[src/amcs_defines.svh]
`ifndef AMCS_DEFINES_SVH
`define AMCS_DEFINES_SVH
// interface clock period in ns (50 MHz)
`define AMCS_CLK_PERIOD_NS 20
// wait extension granule, in interface clock periods
`define AMCS_WAIT_UNIT_CYC 16
// strobe release after wait deassertion, in interface clock periods
`define AMCS_WAIT_RELEASE_CYC 4
// synchroniser depth on the wait input
`define AMCS_SYNC_STAGES 2
// tail cycles left once the synchroniser delay is taken off
`define AMCS_TAIL_CYC (`AMCS_WAIT_RELEASE_CYC - `AMCS_SYNC_STAGES)
// request queue depth
`define AMCS_FIFO_DEPTH 32
// reset values of the memory pins
`define AMCS_CS_IDLE 3'h7
`define AMCS_MASK_IDLE 2'h3
`endif

[src/amcs_pkg.sv]
package amcs_pkg;
   typedef enum logic [2:0] {
      ST_IDLE = 3'b000,
      ST_TURN = 3'b001,
      ST_SETUP = 3'b010,
      ST_STROBE = 3'b011,
      ST_EXTEND = 3'b100,
      ST_TAIL = 3'b101,
      ST_HOLD = 3'b110
   } amcs_state_t;
   // one queued access
   typedef struct packed {
      logic write;
      logic [1:0] chipSel;
      logic [1:0] bank;
      logic [21:0] address;
      logic [15:0] data;
      logic [1:0] byteMaskN;
   } amcs_req_t;
   // every cycle field holds its count minus one
   typedef struct packed {
      logic [1:0] busTurnaroundCycles;
      logic [3:0] readSetupCycles;
      logic [5:0] readStrobeCycles;
      logic [2:0] readHoldCycles;
      logic [3:0] writeSetupCycles;
      logic [5:0] writeStrobeCycles;
      logic [2:0] writeHoldCycles;
      logic [7:0] waitTimeoutLimit;
      logic extendedWaitEnable;
      logic selectStrobe;
   } amcs_cfg_t;
endpackage

[src/amcs_sequencer.sv]
// Summary of operation
// - fields give turnaround 1-4, setup 1-16, strobe 1-64, hold 1-8, timeout 1-256
// - a turnaround phase of the programmed length precedes every read and write
// - unextended read lasts setup plus strobe plus hold periods
// - extended read grows by sixteen periods per counted wait cycle
// - chip select leads read strobe by setup, trails it by hold
// - in select strobe mode chip select moves with output enable
// - read address, bank, byte masks valid setup before and hold after strobe
// - output enable low for read strobe plus sixteen per wait cycle
// - extended read strobe rises about four periods after wait releases
// - unextended write lasts setup plus strobe plus hold periods
// - extended write grows by sixteen periods per counted wait cycle
// - chip select leads and trails write enable, or coincides in strobe mode
// - write address, bank, masks, data valid setup before and hold after strobe
// - write enable low for write strobe plus sixteen per wait cycle
// - extended write strobe rises about four periods after wait releases
// - wait cycles counted up to 256, waiting stops at the timeout limit
`include "amcs_defines.svh"

////////////////////////////////////////////////////////////////////////////////
module amcs_fifo #(
   parameter int WIDTH = 45,
   parameter int DEPTH = `AMCS_FIFO_DEPTH
) (
   // clock and reset
   input wire logic ref_clk,
   input wire logic rstn,
   // fill side
   input wire logic inValid,
   output logic inReady,
   input wire logic [WIDTH-1:0] inData,
   // drain side
   output logic outValid,
   input wire logic outReady,
   output logic [WIDTH-1:0] outData
);
   localparam int AW = $clog2(DEPTH);
   logic [WIDTH-1:0] mem [DEPTH];
   logic [AW-1:0] wrPtr, rdPtr, next_wrPtr, next_rdPtr;
   logic [AW:0] fill, next_fill;
   logic push, pop;

   // depth is a power of two, so the pointers wrap by themselves
   always_comb begin
      push = inValid && inReady;
      pop = outValid && outReady;
      next_wrPtr = wrPtr + AW'(push);
      next_rdPtr = rdPtr + AW'(pop);
      next_fill = fill + (AW+1)'(push) - (AW+1)'(pop);
   end

   always_ff @(posedge ref_clk or negedge rstn) begin
      if (!rstn) begin
         wrPtr <= '0;
         rdPtr <= '0;
         fill <= '0;
      end else begin
         wrPtr <= next_wrPtr;
         rdPtr <= next_rdPtr;
         fill <= next_fill;
      end
   end

   // storage needs no reset, reads are gated by fill
   always_ff @(posedge ref_clk) begin
      if (push) begin
         mem[wrPtr] <= inData;
      end
   end

   assign inReady = fill != (AW+1)'(DEPTH);
   assign outValid = fill != '0;
   assign outData = mem[rdPtr];
endmodule

////////////////////////////////////////////////////////////////////////////////
module amcs_sequencer (
   // clock and reset
   input wire logic ref_clk,
   input wire logic rstn,
   // access requests
   input wire logic reqValid,
   output logic reqReady,
   input wire amcs_pkg::amcs_req_t reqWord,
   // configuration
   input wire amcs_pkg::amcs_cfg_t cfg,
   // status
   output logic timeoutFlag,
   input wire logic timeoutClear,
   output logic busy,
   // responses
   output logic rdValid,
   output logic [15:0] rdData,
   output logic doneValid,
   // memory pins
   output logic [2:0] memChipSelectN,
   output logic memOutputEnableN,
   output logic memWriteEnableN,
   input wire logic memWaitN,
   output logic [1:0] memBankSelect,
   output logic [21:0] memAddress,
   input wire logic [15:0] memDataIn,
   output logic [15:0] memDataOut,
   output logic memDataOe,
   output logic [1:0] memByteMaskN
);
   amcs_pkg::amcs_state_t state, next_state;
   amcs_pkg::amcs_req_t cur, next_cur, fifoWord;
   logic [7:0] cnt, next_cnt;
   logic [3:0] unit, next_unit;
   logic [8:0] wait_extension_count, next_ewc;
   logic waitSeen, next_waitSeen, waitSync1, waitSync2;
   logic next_timeoutFlag, next_rdValid, next_doneValid;
   logic [15:0] next_rdData;
   logic [2:0] next_memChipSelectN;
   logic next_memOutputEnableN, next_memWriteEnableN, next_memDataOe;
   logic fifoValid, fifoPop, endStrobe, tmoEvent, waitOn, active, strobe;

   // queue in front of the sequencer; a full queue stalls the requester
   amcs_fifo #(.WIDTH($bits(amcs_pkg::amcs_req_t)), .DEPTH(`AMCS_FIFO_DEPTH)) reqQueue (
      .ref_clk(ref_clk),
      .rstn(rstn),
      .inValid(reqValid),
      .inReady(reqReady),
      .inData(reqWord),
      .outValid(fifoValid),
      .outReady(fifoPop),
      .outData(fifoWord)
   );

   // phase length minus one; fields already hold count minus one
   function automatic logic [7:0] phaseLoad(amcs_pkg::amcs_state_t s, logic wr,
                                            amcs_pkg::amcs_cfg_t c);
      logic [7:0] v;
      v = 8'h00;
      case (s)
         amcs_pkg::ST_TURN: v = 8'(c.busTurnaroundCycles);
         amcs_pkg::ST_SETUP: v = wr ? 8'(c.writeSetupCycles) : 8'(c.readSetupCycles);
         amcs_pkg::ST_STROBE: v = wr ? 8'(c.writeStrobeCycles) : 8'(c.readStrobeCycles);
         amcs_pkg::ST_HOLD: v = wr ? 8'(c.writeHoldCycles) : 8'(c.readHoldCycles);
         amcs_pkg::ST_TAIL: v = 8'(`AMCS_TAIL_CYC - 1);
         default: v = 8'h00;
      endcase
      return v;
   endfunction

   // wait pin is active low and only the second stage is looked at
   assign waitOn = cfg.extendedWaitEnable && !waitSync2;

   ////////////////////////////////////////////////////////////////////////////
   // cycle sequencing
   always_comb begin
      next_state = state;
      next_cur = cur;
      next_cnt = (cnt == 8'h00) ? 8'h00 : cnt - 8'h01;
      next_unit = unit;
      next_ewc = wait_extension_count;
      next_waitSeen = waitSeen;
      fifoPop = 1'b0;
      endStrobe = 1'b0;
      tmoEvent = 1'b0;
      next_doneValid = 1'b0;
      case (state)
         amcs_pkg::ST_IDLE: begin
            if (fifoValid) begin
               fifoPop = 1'b1;
               next_cur = fifoWord;
               next_state = amcs_pkg::ST_TURN;
               next_cnt = phaseLoad(amcs_pkg::ST_TURN, fifoWord.write, cfg);
            end
         end
         amcs_pkg::ST_TURN: begin
            if (cnt == 8'h00) begin
               next_state = amcs_pkg::ST_SETUP;
               next_cnt = phaseLoad(amcs_pkg::ST_SETUP, cur.write, cfg);
            end
         end
         amcs_pkg::ST_SETUP: begin
            next_waitSeen = 1'b0;
            if (cnt == 8'h00) begin
               next_state = amcs_pkg::ST_STROBE;
               next_cnt = phaseLoad(amcs_pkg::ST_STROBE, cur.write, cfg);
            end
         end
         amcs_pkg::ST_STROBE: begin
            if (waitOn) begin
               next_waitSeen = 1'b1;
            end
            if (cnt == 8'h00) begin
               // wait must be seen before the strobe would end
               if (waitSeen || waitOn) begin
                  next_state = amcs_pkg::ST_EXTEND;
                  next_unit = 4'h0;
                  next_ewc = 9'h000;
               end else begin
                  endStrobe = 1'b1;
               end
            end
         end
         amcs_pkg::ST_EXTEND: begin
            // stretch in granules of sixteen periods
            next_unit = unit + 4'h1;
            if (unit == 4'(`AMCS_WAIT_UNIT_CYC - 1)) begin
               next_ewc = wait_extension_count + 9'h001;
            end
            if (!waitOn) begin
               next_state = amcs_pkg::ST_TAIL;
               next_cnt = phaseLoad(amcs_pkg::ST_TAIL, cur.write, cfg);
            end else if (unit == 4'(`AMCS_WAIT_UNIT_CYC - 1)
                         && wait_extension_count + 9'h001 == {1'b0, cfg.waitTimeoutLimit} + 9'h001) begin
               tmoEvent = 1'b1;
               endStrobe = 1'b1;
            end
         end
         amcs_pkg::ST_TAIL: begin
            if (cnt == 8'h00) begin
               endStrobe = 1'b1;
            end
         end
         amcs_pkg::ST_HOLD: begin
            if (cnt == 8'h00) begin
               next_state = amcs_pkg::ST_IDLE;
               next_doneValid = 1'b1;
            end
         end
         default: begin
            next_state = amcs_pkg::ST_IDLE;
         end
      endcase
      // strobe phase over: hold phase runs normally even after a timeout
      if (endStrobe) begin
         next_state = amcs_pkg::ST_HOLD;
         next_cnt = phaseLoad(amcs_pkg::ST_HOLD, cur.write, cfg);
      end
   end

   ////////////////////////////////////////////////////////////////////////////
   // results, status and pin values, taken from the next state
   always_comb begin
      // read data is sampled in the last cycle with output enable low
      next_rdValid = endStrobe && !cur.write;
      next_rdData = next_rdValid ? memDataIn : rdData;
      // a new timeout wins over a clear in the same cycle
      next_timeoutFlag = (timeoutFlag && !timeoutClear) || tmoEvent;
      active = next_state inside {amcs_pkg::ST_SETUP, amcs_pkg::ST_STROBE,
                                  amcs_pkg::ST_EXTEND, amcs_pkg::ST_TAIL,
                                  amcs_pkg::ST_HOLD};
      strobe = next_state inside {amcs_pkg::ST_STROBE, amcs_pkg::ST_EXTEND,
                                  amcs_pkg::ST_TAIL};
      next_memOutputEnableN = !(strobe && !next_cur.write);
      next_memWriteEnableN = !(strobe && next_cur.write);
      // select strobe mode narrows the select to the strobe window
      if (cfg.selectStrobe ? strobe : active) begin
         next_memChipSelectN = ~(3'h1 << next_cur.chipSel);
      end else begin
         next_memChipSelectN = `AMCS_CS_IDLE;
      end
      next_memDataOe = active && next_cur.write;
   end

   always_ff @(posedge ref_clk or negedge rstn) begin
      if (!rstn) begin
         state <= amcs_pkg::ST_IDLE;
         cur <= '0;
         cnt <= 8'h00;
         unit <= 4'h0;
         wait_extension_count <= 9'h000;
         waitSeen <= 1'b0;
         waitSync1 <= 1'b1;
         waitSync2 <= 1'b1;
         timeoutFlag <= 1'b0;
         rdValid <= 1'b0;
         rdData <= 16'h0000;
         doneValid <= 1'b0;
         memChipSelectN <= `AMCS_CS_IDLE;
         memOutputEnableN <= 1'b1;
         memWriteEnableN <= 1'b1;
         memDataOe <= 1'b0;
      end else begin
         state <= next_state;
         cur <= next_cur;
         cnt <= next_cnt;
         unit <= next_unit;
         wait_extension_count <= next_ewc;
         waitSeen <= next_waitSeen;
         waitSync1 <= memWaitN;
         waitSync2 <= waitSync1;
         timeoutFlag <= next_timeoutFlag;
         rdValid <= next_rdValid;
         rdData <= next_rdData;
         doneValid <= next_doneValid;
         memChipSelectN <= next_memChipSelectN;
         memOutputEnableN <= next_memOutputEnableN;
         memWriteEnableN <= next_memWriteEnableN;
         memDataOe <= next_memDataOe;
      end
   end

   // address side follows the held request for the whole cycle
   assign memAddress = cur.address;
   assign memBankSelect = cur.bank;
   assign memByteMaskN = (state == amcs_pkg::ST_IDLE) ? `AMCS_MASK_IDLE : cur.byteMaskN;
   assign memDataOut = cur.data;
   assign busy = state != amcs_pkg::ST_IDLE;

   ////////////////////////////////////////////////////////////////////////////
   // checking helpers: cycle counts seen at the pins
   logic [11:0] cycCnt, strCnt;
   logic [2:0] turnCnt;
   logic extSeen;
   always_ff @(posedge ref_clk or negedge rstn) begin
      if (!rstn) begin
         cycCnt <= 12'h000;
         strCnt <= 12'h000;
         turnCnt <= 3'h0;
         extSeen <= 1'b0;
      end else begin
         cycCnt <= (state inside {amcs_pkg::ST_IDLE, amcs_pkg::ST_TURN}) ? 12'h000
                   : cycCnt + 12'h001;
         strCnt <= (!memOutputEnableN || !memWriteEnableN) ? strCnt + 12'h001 : 12'h000;
         turnCnt <= (state == amcs_pkg::ST_TURN) ? turnCnt + 3'h1 : 3'h0;
         extSeen <= (state == amcs_pkg::ST_IDLE) ? 1'b0
                    : (extSeen || state == amcs_pkg::ST_EXTEND);
      end
   end
endmodule

[config.mk]
export PLATFORM = sky130hd
export DESIGN_NAME = amcs_sequencer
export DESIGN_NICKNAME = d
export VERILOG_FILES = /design/src/amcs_pkg.sv /design/src/amcs_sequencer.sv
export VERILOG_INCLUDE_DIRS = /design/src
export SDC_FILE = /design/constraint.sdc
export NUM_CORES = 1
export LEC_CHECK = 0
export BUFFER_PORTS_ARGS = -buffer_cell sky130_fd_sc_hd__buf_2
export CORE_ASPECT_RATIO = 0.8
export CORE_MARGIN = 8
export CORE_UTILIZATION = 56
export CTS_CLUSTER_DIAMETER = 60
export DETAILED_ROUTE_END_ITERATION = 8
export GPL_ROUTABILITY_DRIVEN = 0
export PLACE_DENSITY_LB_ADDON = 0.1
export SYNTH_ARGS = -nofsm -noshare
export SYNTH_HDL_FRONTEND = slang
export SYNTH_HIERARCHICAL = 1
export SYNTH_SLANG_ARGS = --single-unit
[constraint.sdc]
create_clock -name ref_clk -period 3.45 [get_ports ref_clk]
set_clock_uncertainty 0.05 [all_clocks]
set_input_delay 0.69 -clock ref_clk [delete_from_list [all_inputs] [get_ports ref_clk]]
set_output_delay 0.69 -clock ref_clk [all_outputs]
set_load 0.01 [all_outputs]
==> results of run 1 <==
==> path summary, 6_finish.rpt <==
path                                   start           endpoint
max                        reqQueue/rdPtr[0]  memChipSelectN[1]
min                             timeoutClear        timeoutFlag
max reg2reg                reqQueue/rdPtr[0]  memChipSelectN[1]
min reg2reg                        waitSync1          waitSync2
max in group asynchronous               rstn  reqQueue/rdPtr[4]
min in group asynchronous               rstn             cnt[3]
==> what timing repair did <==
action                                 in CTS  in global routing
resized for setup                           0                  0
hold buffers                                2                  0
endpoints found under the hold margin      14                  0
buffers inserted                            0                  0
==> cells by family (layout without fill, tap and decap cells) <==
| logic type | count (synthesis) | in the layout |
|---|---|---|
| buf+inv | 224 | 619 |
| mux | 529 | 529 |
| simple gates | 184 | 184 |
| flops | 1553 | 1553 |
| compound gates | 389 | 389 |
| xor+xnor | 29 | 29 |
| other cells | 0 | 1 |
| fa+ha+maj | 19 | 19 |
==> where the power goes <==
| group | internal, mW | switching, mW | total (mW) | leakage (nW) |
|---|---|---|---|---|
| Sequential | 22.4 | 0.997 | 23.4 | 14.3 |
| Combinational | 6.91 | 8.69 | 15.6 | 6.03 |
| Clock | 9.53 | 6.81 | 16.3 | 2.41 |
| Total | 38.8 | 16.5 | 55.3 | 22.8 |
==> cells in the mapped netlist (all sizes together), types with 2 or more instances <==
cell type,count
a211oi,95
a21o,2
a21oi,55
a22o,47
a22oi,46
a31oi,5
and2,2
and3,5
buf,122
clkbuf,81
dfrtp,106
dfstp,7
edfxtp,1440
ha,17
inv,21
mux2,69
mux2i,190
mux4,270
nand2,22
nand2b,3
nand3,24
nand3b,7
nand4,10
nor2,69
nor2b,6
nor3,13
nor3b,5
nor4b,3
o211ai,5
o21a,2
o21ai,27
o221ai,45
o22ai,46
o31ai,3
o32ai,2
or2,3
or3,3
or3b,3
xnor2,20
xor2,9
==> cell type report <==
class                   count  area (µm²)  share of cell area (%)
multi-input cells        1150       13320                   19.38
diodes                      1       2.502                0.003641
clock buffers             209        4247                   6.179
inverters                  21       78.83                  0.1147
repair buffers            323        2531                   3.683
clock inverters            66       686.9                  0.9995
well taps                1417        1773                   2.580
flip-flops and latches   1553       46090                   67.06
==> per-layer routing <==
layer  vias up  global-route usage [%]
li1      12710                       -
met1     16270                   35.62
met2      1375                   40.18
met3       223                   4.903
met4         6                   6.433
met5         -                       0
==> per-stage QoR <==
stage	TNS (ns)	total power [mW]
4_1_cts	0	55.79
3_3_place_gp	0	39.08
3_5_place_dp	0	39.48
2_1_floorplan	-244.27	34.15
6_report	0	55.33
5_1_grt	0	57.50
==> state kept, by name, indices dropped and copies added, names as in the netlist, 4 cells and up <==
| signal | count |
|---|---|
| wait_extension_count | 9 |
| reqQueue/fill | 6 |
| rdData | 16 |
| reqQueue/rdPtr | 5 |
| cnt | 8 |
| memAddress | 22 |
| reqQueue/mem | 1440 |
| cur | 5 |
| memDataOut | 16 |
| reqQueue/wrPtr | 5 |
| unit | 4 |
==> run metrics, run 1 <==
grt ovf 0; Tcrit/Tclk final 87.19%; leading area contributor after synthesis edfxtp_1; Mapped Nets 3049; filler instances 7161; HP Class in -> reg; first-pass GRT wire length 216000 µm; PwrDens 805.1 mW/mm²; Critical Path Stages 9; Post-DRT Antenna Nets 0; Worst-path clk slew 0.06 ns; Final Worst Setup Slack 0.4419 ns; Main synth FF type edfxtp_1; main combinational cell family by area after synthesis multiplexers; mux contribution to synthesized area 14.53%; Yosys top cell area share 71.73%; Hold Path Stages 2; largest net degree at the start of global routing 114; Num CTS Buffers 151; compound-gate portion of the synthesized area 4.637%; Crit. End Element flop; Yosys Warn Count 6; Arr. time, crit path 3.64 ns; status complete, no violations; Top Layer Used met5; most common cell after layout, fill and taps aside edfxtp_1; DPL Wire Length 81560 µm; setup violators final 0; top cells by area, synth edfxtp_1 72%, mux4_2 10%, dfrtp_1 4.4%, mux2i_1 3.2%, a211oi_1 1.2%; post-synthesis simple-gate area fraction 1.627%; Vias per Instance 6.451; critical path peak fanout 17; final wirelength 147900 µm; post-synthesis to final-layout area growth 14.01%; Crit-path slowest cell dfrtp_4; most frequent cells in the layout 1440 x edfxtp_1, 270 x mux4_2, 190 x mux2i_1; Die X-Extent 382.8 µm; DR WL/cell 31.19 µm; Synth Area in Adders 0.4027%; core footprint 0.1066 mm²; Post-Synth XOR/XNOR Area 0.4214%; CP max stage delay 0.69 ns; GRT Total Usage 24.96%; Hold Slack 0.1010 ns; final non-filler cell total 4740; layout cell share with drive strength beyond 1 27.90%; io pins 173; post-route cell area 0.06872 mm²; Setup WS pre-CTS 0.2752 ns; Root Buffer clkbuf_16; First-pass DRT Iterations 7; Total Nets Final 3322; r2r setup slk 0.44 ns; port bufs 172; Final Util 64.49%; Initial Util 56.57%; max cap viols 0; M1 wire length 60430 µm; Synth Cell Area 0.06028 mm²; chip height 309.5 µm; Final Hold Viols 0; peak supply drop 600.9 µV; antenna violations before repair 7; vias in the first global route 31550; Slew Limit Headroom 45.40%; sequential element share of the synthesized area 76.44%; Tmin final 3.008 ns; number of distinct library cells after synthesis 70; metal2 WL 71810 µm; Async S/R FF share, synth 7.276%; Syn Inst Count 2927; Rows 107; vias 30580; die area 0.1185 mm²; CTS tree done; critical path required time 4.08 ns; Worst-Skew Late Latency 0.76 ns; H-Tree Depth 4; P_leak 22.78 nW; setup repair after global routing missed its margin false; Post-synth EDFFs 1440; DR iter-0 viols 3181; met3 WL post-DR 12420 µm; CP Launch Type flop; Worst Reg-to-Reg Cells 9; Placed Cells 4462; CTS sink cnt 1553; Final Max Tran Viols 0; fmax 332.4 MHz; Seq cells post-synth 1553; CP top delay family multiplexers; synthesized area per cell 20.59 µm²; CP bufs+invs 3; Placed Area 0.06377 mm²; Worst Tran Pin Value 0.8190 ns; worst-path cell chain buf_12 -> buf_4 -> mux4_2 -> a22o_1 -> a211oi_1 -> a21oi_1 -> mux2i_1 -> inv_1 -> nand3_1; Longest Clk Path Bufs 3; crit path kind reg -> reg; DRC 0
No activity file was read; power rests on OpenSTA's default activity.
==> inputs of run 2 (changes only) <==
REMOVE_ABC_BUFFERS = 1   (was not set)
==> run metrics, run 2 (same netlist as run 1, synthesis figures left out) <==
setup repair after global routing missed its margin false; Tmin final 2.980 ns; Num CTS Buffers 149; Die X-Extent 382.8 µm; layout cell share with drive strength beyond 1 27.30%; Tcrit/Tclk final 86.37%; max cap viols 0; io pins 173; register area 0.04609 mm²; core footprint 0.1066 mm²; Total Nets Final 3306; fmax 335.6 MHz; critical path required time 4.05 ns; Final Worst Setup Slack 0.4703 ns; most frequent cells in the layout 1440 x edfxtp_1, 270 x mux4_2, 190 x mux2i_1; Placed Area 0.06375 mm²; Worst Tran Pin Value 0.8523 ns; chip height 309.5 µm; DR iter-0 viols 3297; post-route cell area 0.06862 mm²; final wirelength 148400 µm; Gates resized, CTS repair 0; Arr. time, crit path 3.58 ns; Largest register FFs 1440; first-pass GRT wire length 214600 µm; vias in the first global route 31310; peak supply drop 542.2 µV; status complete, no violations; DPL Wire Length 79280 µm; vias 30720; Post-CTS Repair Setup Buffers 0; Hold Slack 0.08783 ns; Initial Util 56.57%; HP Class in -> reg; P_leak 22.66 nW; CTS sink cnt 1553; GRT Total Usage 24.90%; crit path kind reg -> reg; antenna violations before repair 5; Largest Register reqQueue/mem; Worst-Skew Late Latency 0.78 ns; Vias per Instance 6.496; grt ovf 0; largest net degree at the start of global routing 65; Final Max Tran Viols 0; CTS tree done; PwrDens 797.5 mW/mm²; Final Util 64.39%; setup violators final 0; Post-DRT Antenna Nets 0; CP Launch Type flop; critical path peak fanout 18; Crit. End Element flop; multi-input logic area 0.01332 mm²; DR WL/cell 31.38 µm; DRC 0; port bufs 172; H-Tree Depth 4; Worst-path clk slew 0.06 ns; Final Hold Viols 0; Root Buffer clkbuf_16; post-synthesis to final-layout area growth 13.83%; filler instances 7143; Setup WS pre-CTS 0.2243 ns; Longest Clk Path Bufs 3; die area 0.1185 mm²; First-pass DRT Iterations 8; most common cell after layout, fill and taps aside edfxtp_1; Rows 107; Slew Limit Headroom 43.18%
-- run 2: cell types whose count changed in the layout (fill, tap and decap cells not counted), moves of 2 or more --
cell	before	now
buf_4	107	84
inv_16	0	2
clkinv_2	21	17
clkinv_8	4	9
buf_12	42	50
inv_6	6	3
clkbuf_16	159	151
clkbuf_8	8	10
diode_2	1	3
clkbuf_1	42	44
clkinv_1	19	26
bufinv_16	12	10
-- run 2: worst max-delay path, cell delays in order, from the launching register on --
cell and delay (ns):
dfrtp_1 0.66, nor3b_4 0.36, and4_1 0.41, nand4_1 0.19, nor4b_2 0.27, o211ai_1 0.17
a21oi_4 0.22, buf_12 0.18, mux2_2 0.34
-- run 2: final timing paths --
check	end	cells past startpoint	slack, ns	from
worst max-delay path	rdData[5]	8	0.47	state[2]
worst max register to register	rdData[5]	8	0.47	state[2]
worst min-delay path	rdData[10]	2	0.09	memDataIn[10]
worst min register to register	waitSync2	0	0.30	waitSync1
min in group asynchronous	cnt[1]	2	0.49	rstn
max in group asynchronous	memChipSelectN[0]	3	1.94	rstn
-- run 2: power by group --
group / total, mW / internal (mW) / switching, mW
sequential: 23.4 / 22.4 / 1.02
clock: 16.0 / 9.11 / 6.91
combinational: 15.3 / 6.78 / 8.51
-- run 2: cell type report --
class	instances	share of cell area, %
antenna	3	0.01094
clock buffer	205	5.948
clock inverter	70	1.081
inverter	21	0.1149
multi-input combinational	1150	19.41
sequential	1553	67.17
tap	1417	2.584
timing repair buffer	309	3.685
-- run 2: layer usage --
| metal | global-route usage [%] | wire length [µm] |
|---|---|---|
| met5 | 0 | 13 |
| met4 | 6.789 | 3327 |
| met3 | 4.323 | 12790 |
| met2 | 39.77 | 71330 |
| met1 | 36.06 | 60900 |
-- run 2: what timing repair did --
item / in CTS / in global routing
hold buffers: 3 / 0
endpoints found under the hold margin: 62 / 0
setup endpoints to repair: 0 / 0
-- run 2: through the flow --
step	setup TNS, ns	instances	power (mW)
6_report	0	4728	54.72
5_1_grt	0	4726	56.84
4_1_cts	0	4725	55.15
3_5_place_dp	0	4447	39.16
3_3_place_gp	0	4447	38.81
2_1_floorplan	-1036.16	2724	31.52
